<file path="src/core/cc_map.vh">
// Field positions, reset value and timing counts of the cache control register.
`ifndef CC_MAP_VH
`define CC_MAP_VH
`define CC_ENB_BIT 31
`define CC_INV_ALL_BIT 24
`define CC_INSTR_OFF_BIT 23
`define CC_DATA_OFF_BIT 22
`define CC_INV_INSTR_BIT 21
`define CC_INV_DATA_BIT 20
`define CC_RSVD_HI 19
`define CC_RSVD_LO 11
`define CC_NC_BURST_BIT 10
`define CC_DEF_CACHE_OFF_BIT 9
`define CC_DEF_WBUF_BIT 8
`define CC_FILL_HI 1
`define CC_FILL_LO 0
`define CC_RESET_VALUE 32'h00000000
`define CC_WRITE_MASK 32'h80F00703
`define CC_TAG_ENTRIES 512
`define CC_TAG_HALF 256
`define CC_INV_OVERHEAD 3
`endif

</file>
<file path="src/core/cc_ctrl.v">
// Cache control register with invalidate-all engine, configuration decode and write-buffer policy.
`timescale 1ns/1ps
`default_nettype none
`include "cc_map.vh"
module cc_ctrl #(
    parameter TAG_ENTRIES = `CC_TAG_ENTRIES,
    parameter TAG_HALF = `CC_TAG_HALF,
    parameter INV_OVERHEAD = `CC_INV_OVERHEAD,
    parameter IDX_W = 9
) (
    // Clock and reset.
    input wire mclk,
    input wire rst_n,
    // Supervisor control-register write from the core.
    input wire ctl_wr_en,
    input wire ctl_supervisor,
    input wire [31:0] ctl_wr_data,
    // Debug read of the control register.
    output wire [31:0] ctl_rd_data,
    // Tag array clear port.
    output reg tag_clr_en_reg,
    output reg [IDX_W-1:0] tag_clr_idx_reg,
    output wire inv_busy,
    // Cache configuration.
    output wire cfg_array_on,
    output wire cfg_split,
    output wire cfg_instr_cache,
    output wire cfg_data_cache,
    // Default attributes and line fill.
    input wire acc_default_attr,
    input wire acc_map_cacheable,
    output wire acc_cacheable,
    input wire fill_noncacheable,
    output wire fill_burst,
    output wire [1:0] fill_size,
    input wire lfb_write_req,
    input wire lfb_noncacheable,
    output wire array_write_en,
    // Local-bus operand writes and bus controller.
    input wire lb_wr_req,
    output wire lb_wr_term,
    output wire bc_wr_push,
    output wire bc_wr_buffered,
    input wire ext_wr_done,
    input wire ext_wr_err,
    output reg wr_access_err_reg
);

    localparam ST_IDLE = 2'h0;
    localparam ST_OVH = 2'h1;
    localparam ST_CLR = 2'h2;

    reg [31:0] ctl_reg;
    reg [31:0] ctl_next;
    reg [1:0] state_reg;
    reg [1:0] state_next;
    reg [IDX_W-1:0] idx_next;
    reg [IDX_W-1:0] last_reg;
    reg [IDX_W-1:0] last_next;
    reg [IDX_W:0] ovh_reg;
    reg [IDX_W:0] ovh_next;
    reg clr_next;
    reg wait_reg;
    reg wait_next;
    reg inv_go;
    reg inv_none;
    reg [IDX_W-1:0] inv_first;
    reg [IDX_W-1:0] inv_last;

    wire wr_ok = ctl_wr_en & ctl_supervisor;
    wire new_instr_off = ctl_wr_data[`CC_INSTR_OFF_BIT];
    wire new_data_off = ctl_wr_data[`CC_DATA_OFF_BIT];
    wire new_split = ~new_instr_off & ~new_data_off;
    wire instr_off = ctl_reg[`CC_INSTR_OFF_BIT];
    wire data_off = ctl_reg[`CC_DATA_OFF_BIT];
    wire inv_instr_only = ctl_reg[`CC_INV_INSTR_BIT];
    wire inv_data_only = ctl_reg[`CC_INV_DATA_BIT];

    // Parameter-sized constants, cut to the index width on purpose.
    wire [31:0] full_last_w = TAG_ENTRIES - 1;
    wire [31:0] half_first_w = TAG_HALF;
    wire [31:0] half_last_w = TAG_HALF - 1;
    wire [31:0] ovh_init_w = INV_OVERHEAD - 1;

    // Register write; the selective-invalidate bits only stick in split form.
    always @* begin
        ctl_next = ctl_reg;
        if (wr_ok) begin
            ctl_next = ctl_wr_data & `CC_WRITE_MASK;
            if (!new_split) begin
                ctl_next[`CC_INV_INSTR_BIT] = 1'b0;
                ctl_next[`CC_INV_DATA_BIT] = 1'b0;
            end
        end
    end

    // The invalidate-all bit is never stored, so it always reads back as zero.
    // Reserved and unimplemented positions are tied low instead of read from storage.
    assign ctl_rd_data = {
        ctl_reg[`CC_ENB_BIT],
        6'h00,
        1'h0,
        instr_off,
        data_off,
        inv_instr_only,
        inv_data_only,
        9'h000,
        ctl_reg[`CC_NC_BURST_BIT],
        ctl_reg[`CC_DEF_CACHE_OFF_BIT],
        ctl_reg[`CC_DEF_WBUF_BIT],
        6'h00,
        ctl_reg[`CC_FILL_HI:`CC_FILL_LO]
    };

    // Range decode uses the configuration just written alongside the invalidate bit.
    always @* begin
        inv_go = wr_ok & ctl_wr_data[`CC_INV_ALL_BIT];
        inv_none = 1'b0;
        inv_first = {IDX_W{1'b0}};
        inv_last = full_last_w[IDX_W-1:0];
        if (new_split) begin
            case ({ctl_wr_data[`CC_INV_INSTR_BIT], ctl_wr_data[`CC_INV_DATA_BIT]})
                2'h1: begin
                    inv_last = half_last_w[IDX_W-1:0];
                end
                2'h2: begin
                    inv_first = half_first_w[IDX_W-1:0];
                end
                2'h3: begin
                    inv_none = 1'b1;
                end
                default: begin
                    inv_first = {IDX_W{1'b0}};
                end
            endcase
        end
    end

    // Invalidate engine: a few overhead cycles, then one tag entry per cycle.
    always @* begin
        state_next = state_reg;
        idx_next = tag_clr_idx_reg;
        last_next = last_reg;
        ovh_next = ovh_reg;
        clr_next = 1'b0;
        case (state_reg)
            ST_IDLE: begin
                if (inv_go && !inv_none) begin
                    state_next = ST_OVH;
                    idx_next = inv_first;
                    last_next = inv_last;
                    ovh_next = ovh_init_w[IDX_W:0];
                end
            end
            ST_OVH: begin
                if (ovh_reg == {(IDX_W+1){1'b0}}) begin
                    state_next = ST_CLR;
                    clr_next = 1'b1;
                end else begin
                    ovh_next = ovh_reg - 1'b1;
                end
            end
            ST_CLR: begin
                if (tag_clr_idx_reg == last_reg) begin
                    state_next = ST_IDLE;
                end else begin
                    idx_next = tag_clr_idx_reg + 1'b1;
                    clr_next = 1'b1;
                end
            end
            default: begin
                state_next = ST_IDLE;
            end
        endcase
    end

    assign inv_busy = (state_reg != ST_IDLE);

    // Configuration decode.
    assign cfg_array_on = ctl_reg[`CC_ENB_BIT];
    // Enable plus the two disable bits pick split, instruction-only or data-only use of the array.
    reg split_c;
    reg instr_c;
    reg data_c;

    always @* begin
        split_c = 1'b0;
        instr_c = 1'b0;
        data_c = 1'b0;
        case ({cfg_array_on, instr_off, data_off})
            3'h4: begin
                split_c = 1'b1;
                instr_c = 1'b1;
                data_c = 1'b1;
            end
            3'h5: begin
                instr_c = 1'b1;
            end
            3'h6: begin
                data_c = 1'b1;
            end
            3'h7: begin
                // Both kinds disabled: the array is on but caches nothing.
                split_c = 1'b0;
            end
            default: begin
                split_c = 1'b0;
            end
        endcase
    end

    assign cfg_split = split_c;
    assign cfg_instr_cache = instr_c;
    assign cfg_data_cache = data_c;

    // Default attribute applies only when no mapped space covers the access.
    assign acc_cacheable = acc_default_attr ? ~ctl_reg[`CC_DEF_CACHE_OFF_BIT] : acc_map_cacheable;

    assign fill_burst = fill_noncacheable & ctl_reg[`CC_NC_BURST_BIT];
    assign fill_size = ctl_reg[`CC_FILL_HI:`CC_FILL_LO];
    // Line-fill buffer contents from non-cacheable fetches stay out of the array.
    assign array_write_en = lfb_write_req & ~lfb_noncacheable & cfg_array_on;

    // Write policy: buffered writes end on the local bus at once.
    assign bc_wr_push = lb_wr_req;
    assign bc_wr_buffered = ctl_reg[`CC_DEF_WBUF_BIT];
    assign lb_wr_term = bc_wr_buffered ? lb_wr_req : (wait_reg & ext_wr_done);

    always @* begin
        wait_next = wait_reg;
        if (wait_reg && ext_wr_done) begin
            wait_next = 1'b0;
        end
        if (lb_wr_req && !bc_wr_buffered) begin
            wait_next = 1'b1;
        end
    end

    // Control register storage.
    always @(posedge mclk) begin
        if (!rst_n) begin
            ctl_reg <= `CC_RESET_VALUE;
        end else begin
            ctl_reg <= ctl_next;
        end
    end

    // Invalidate engine; index and strobe leave straight from flip-flops.
    always @(posedge mclk) begin
        if (!rst_n) begin
            state_reg <= ST_IDLE;
            tag_clr_idx_reg <= {IDX_W{1'b0}};
            tag_clr_en_reg <= 1'b0;
            last_reg <= {IDX_W{1'b0}};
            ovh_reg <= {(IDX_W+1){1'b0}};
        end else begin
            state_reg <= state_next;
            tag_clr_idx_reg <= idx_next;
            tag_clr_en_reg <= clr_next;
            last_reg <= last_next;
            ovh_reg <= ovh_next;
        end
    end

    // Unbuffered write waiting for its external completion.
    always @(posedge mclk) begin
        if (!rst_n) begin
            wait_reg <= 1'b0;
        end else begin
            wait_reg <= wait_next;
        end
    end

    // The error is flagged when the external cycle fails, detached from the instruction.
    always @(posedge mclk) begin
        if (!rst_n) begin
            wr_access_err_reg <= 1'b0;
        end else begin
            wr_access_err_reg <= ext_wr_err;
        end
    end

endmodule
`default_nettype wire

</file>
<file path="config.mk">
export PLATFORM = sky130hd
export DESIGN_NAME = cc_ctrl
export DESIGN_NICKNAME = d
export VERILOG_FILES = /design/src/core/cc_ctrl.v
export VERILOG_INCLUDE_DIRS = /design/src /design/src/core
export SDC_FILE = /design/constraint.sdc
export NUM_CORES = 1
export LEC_CHECK = 0
export BUFFER_PORTS_ARGS = -buffer_cell sky130_fd_sc_hd__clkbuf_2
export CORE_ASPECT_RATIO = 1.75
export CORE_MARGIN = 8
export CORE_UTILIZATION = 40
export CTS_BUF_LIST = sky130_fd_sc_hd__clkbuf_8
export DETAILED_ROUTE_END_ITERATION = 7
export PLACE_DENSITY = 0.78
export REMOVE_ABC_BUFFERS = 1
export SYNTH_ARGS = -nofsm -noshare
export SYNTH_HDL_FRONTEND = slang
export SYNTH_SLANG_ARGS = --single-unit
</file>
<file path="constraint.sdc">
create_clock -name mclk -period 2.3 [get_ports mclk]
set_clock_uncertainty 0.05 [all_clocks]
set_input_delay 0 -clock mclk [delete_from_list [all_inputs] [get_ports mclk]]
set_output_delay 0 -clock mclk [all_outputs]
set_load 0.01 [all_outputs]
</file>
# After elaboration in Yosys (flattened, before gate mapping)
# Index checks and enable logic that the tools add are counted.
# word_totals
register_bits	43
inputBits	44
output_inout_bits	56
elab_cells	79
# classes
addsub	2
n_eq_ne	14
mux	27
bitwise	11
n_reduce_logical	17
# ops
cell	count
$mux W9	6
$mux W10	2
$pmux W10 S2	1
$pmux W9 S2	1
$mux W1	11
$logic_not A10 Y1	1
$ne A2 B2 Y1 const B	5
$sub A10 B1 Y10 const B	1
$add A9 B1 Y9 const B	1
$eq A3 B3 Y1 const B	3
$eq A9 B9 Y1	1
$reduce_and A3 Y1	3
$mux W2	4
$reduce_bool A2 Y1	4
$and A1 B1 Y1	7
$eq A2 B2 Y1 const B	3
$pmux W2 S3	1
$eq A2 B1 Y1 const B	2
$not A1 Y1	4
$reduce_or A2 Y1	2
$logic_and A1 B1 Y1	3
$logic_not A1 Y1	2
$logic_not A2 Y1	1
$pmux W1 S2	1
$reduce_and A2 Y1	1

# Logic depth before layout (Yosys ltp)
# logic_depth
depth_word	7
depth_mapped	8
depth_no_buf	7

# Worst setup path before layout
# Ideal clock, no wire load.
# synth_timing
path_type	register to register
startpoint	reg tag_clr_idx_reg[3]
endpoint	reg tag_clr_idx_reg[0]
setup_ps	63
t_arrival_ps	1985
required_ps	2187
slack_ps	202
stages_incl_launch_ff	6
n_path_buf	0
period_less_slack_ps	2098
cell_sequence	dfxtp_1 or4_1 or4_4 o211a_1 mux2_2 nor2_2
# synth_via
elab_chain_len	3
# synth_rtl
item	line	text
from (decl)	cc_ctrl.v:22	output reg [IDX_W-1:0] tag_clr_idx_reg,
from (signal assigned)	cc_ctrl.v:252	tag_clr_idx_reg <= {IDX_W{1'b0}};
from (signal assigned)	cc_ctrl.v:258	tag_clr_idx_reg <= idx_next;
$eq A9 B9 Y1	cc_ctrl.v:164	if (tag_clr_idx_reg == last_reg) begin
$ne A2 B2 Y1 (no source line)	-	
$reduce_and A3 Y1 (no source line)	-	
# Every way passes these cells.
# A chain may end at the register's enable or synchronous reset.

# Final worst setup path
# layout_timing
startpoint	reg tag_clr_idx_reg[6]
endpoint	reg tag_clr_idx_reg[2]
# The elaborated chain is that of the path after synthesis.

==> flow_metrics.env <==
export IMPL_status="complete, no violations"
export IMPL_cts_buffers=5
export IMPL_cap_violations=0
export IMPL_cts_sinks=36
export IMPL_drt_vias_per_instance=5.27
export IMPL_nNetsFinal=371
export IMPL_grt_usage=0.134
export IMPL_power_leakage_nw=1.16
export IMPL_cts_tree="yes"
export IMPL_dieArea_um2=7650
export IMPL_antenna_found_initial=0
export IMPL_rr_worst_depth=7
export IMPL_yosys_register_bits=36
export IMPL_fmax_mhz=473
export IMPL_start_util=0.412
export IMPL_endpoint="tag_clr_idx_reg[2]$_SDFFE_PN0P_"
export IMPL_die_y_um=110
export IMPL_final_hold_viol_count=0
export IMPL_yosysSeqAreaShare=0.358
export IMPL_grt_pass1_wl_um=8600
export IMPL_grt_ovfl_total=0
export IMPL_dp_hpwl_um=3910
export IMPL_critical_path_max_stage_delay_ns=0.54
export IMPL_crit_path_start_kind="register"
export IMPL_core_um2=4890
export IMPL_clockRootBuffer="clkbuf_8"
export IMPL_wl_per_cell_um=13.8
export IMPL_synth_flop_cell="dfxtp_1"
export IMPL_yosysWarnings=0
export IMPL_synth_most_common_cell="dfxtp_1"
export IMPL_synth_top_family_by_area="simple AND/OR/NAND/NOR gates"
export IMPL_slowest_stage="or4_4"
export IMPL_powerDensity_nw_per_um2=848
export IMPL_syn_inst=249
export IMPL_pre_cts_ws_ns=0.0775
export IMPL_num_rows=34
export IMPL_utilization=0.515
export IMPL_path_clk_slew_ns=0.08
export IMPL_finalCritPeriodShare=0.919
export IMPL_diodes=0
export IMPL_die_x_um=69.6
export IMPL_postRouteAntennaNets=0
export IMPL_r2r_end="tag_clr_idx_reg[2]$_SDFFE_PN0P_"
export IMPL_synth_xor_area_frac=0.0305
export IMPL_min_period_ns=2.11
export IMPL_cts_htree_levels=2
export IMPL_cts_buffer_depth=2
export IMPL_path_cells="or4_1 > or4_4 > nand4_1 > buf_4 > buf_4 > o211ai_1 > o41ai_1"
export IMPL_drv_slew=0
export IMPL_endpoint_kind="register"
export IMPL_async_flop_share=0
export IMPL_startpoint="tag_clr_idx_reg[6]$_SDFFE_PN0P_"
export IMPL_drt_iter0_drc=58
export IMPL_num_vias=1982
export IMPL_cp_common_cell="buf_4"
export IMPL_setup_ws_ns=0.186
export IMPL_drtPass1Iterations=4
export IMPL_synth_compound_area_frac=0.151
export IMPL_synthSimpleGateAreaFrac=0.265
export IMPL_routabilityCongestion=0.871
export IMPL_yosysTopAreaCell="dfxtp_1"
export IMPL_worstPathArrival_ns=2.26
export IMPL_worstReg2RegStart="tag_clr_idx_reg[6]$_SDFFE_PN0P_"
export IMPL_yosysTopAreaCellShare=0.358
export IMPL_grt_max_degree=21
export IMPL_drive_gt1_frac=0.273
export IMPL_grt_pass1_vias=1963
export IMPL_setup_tns_ns=0
export IMPL_grt_setup_unrepaired="false"
export IMPL_synth_avg_cell_area_um2=8.09
export IMPL_syn_to_final_growth_pct=25.2
export IMPL_worst_path_max_fanout=11
export IMPL_yosys_top_cells_area="dfxtp_1, buf_4, nand2_1"
export IMPL_muxShareOfSynthArea=0.0205
export IMPL_port_buffers=56
export IMPL_num_io_pins=100
export IMPL_synth_edf_count=0
export IMPL_r2r_slack_ns=0.19
export IMPL_peakVddDrop_uv=438
export IMPL_netlist_top_cells_count="dfxtp_1, nand2_1, buf_4"
export IMPL_synthAdderAreaFrac=0.0373
export IMPL_clkLatencyLatePin_ns=0.29
export IMPL_wirelength_um=5200
export IMPL_fill_cells=457
export IMPL_synth_area_um2=2010
export IMPL_setup_viol=0
export IMPL_timing_worst_setup_path_type="register to register"
export IMPL_post_dp_cell_area_um2=2270
export IMPL_cp_required_ns=2.44
export IMPL_post_route_cell_area_um2=2520
export IMPL_netlist_cell_type_count=41
export IMPL_hp_class="input port to register"
export IMPL_drc=0
power breakdown:
group	switching (mW)	internal, mW	leakage [nW]
logic	0.472	0.344	0.816
registers	0.0660	0.697	0.293
clock network	0.238	0.321	0.0541
metrics by stage:
stage	std cells	hold slack, ns	power, mW
after detailed placement	353	0.170	1.57
after global routing	376	0.0559	2.30
final	376	0.0269	2.14
after floorplan	234	-0.0500	1.33
after global placement	353	0.155	1.54
after CTS	373	0.00277	2.15
critical path: cells and delay by family (launching register included):
kind                   cells  cell delay, ns
DFF                        1            0.33
buffers and inverters      2            0.30
and+or+nand+nor            3            1.17
AOI/OAI and AO/OA          2            0.16
cell type report:
class	instances	area [um2]	area share
flip-flops and latches	36	721	0.286
repair buffers	80	490	0.195
clock inverters	3	42.5	0.0169
multi-input cells	189	1100	0.435
well taps	54	67.6	0.0268
clock buffers	5	68.8	0.0273
inverters	9	33.8	0.0134
cell usage in the layout, fill, tap and decap left out, drive strengths merged, types with 2 or more instances in the layout:
master / count
nor2: 15
buf: 12
clkbuf: 61
ha: 6
and2: 3
nand2: 33
dlygate4sd3: 12
nand3: 11
nand4: 9
conb: 22
o21ai: 8
o41ai: 4
or4: 7
o22ai: 2
mux2i: 3
or3b: 2
nor3: 3
and3b: 2
xor2: 7
a21oi: 20
o211ai: 3
dfxtp: 36
or3: 3
nor4: 2
o31ai: 2
inv: 9
o311ai: 2
nor2b: 3
or2: 4
nand2b: 3
worst min-delay path by stage:
| stage | from | to | slack (ns) | depth (start not counted) |
|---|---|---|---|---|
| detailed placement | ext_wr_err | wr_access_err_reg$_SDFF_PN0_ | 0.17 | 2 |
| finish | ctl_wr_data[21] | last_reg[8]$_SDFFE_PN0P_ | 0.03 | 3 |
| floorplan | lb_wr_req | bc_wr_push | -0.05 | 0 |
| CTS | ctl_wr_data[21] | last_reg[8]$_SDFFE_PN0P_ | 0.003 | 3 |
| global placement | ext_wr_err | wr_access_err_reg$_SDFF_PN0_ | 0.15 | 2 |
| global route | ctl_wr_data[21] | last_reg[8]$_SDFFE_PN0P_ | 0.06 | 3 |
kinds of logic (layout without fill, tap and decap cells):
| kind of cell | count (synthesis) | in the layout |
|---|---|---|
| compound gates | 48 | 48 |
| xor+xnor | 7 | 7 |
| fa+ha+maj | 6 | 6 |
| buf+inv | 45 | 97 |
| flops | 36 | 36 |
| mux | 4 | 4 |
| other cells | 1 | 22 |
| simple gates | 102 | 102 |
layer usage:
| metal | wire length (um) | share of wire | GRT usage | up-vias |
|---|---|---|---|---|
| li1 | - | - | - | 968 |
| met1 | 1970 | 0.38 | 0.121 | 931 |
| met2 | 2710 | 0.52 | 0.260 | 76 |
| met3 | 436 | 0.084 | 0.0461 | 7 |
| met4 | 86 | 0.017 | 0.0664 | 0 |
| met5 | 0 | 0 | 0 | - |
what timing repair did:
action | in CTS | in global routing
endpoints found under the setup margin | 0 | 2
gates resized for setup | 0 | 0
hold buffers | 12 | 0
buffers inserted | 0 | 3
endpoints found under the hold margin | 12 | 0
Power figures use the tool's default switching activity.
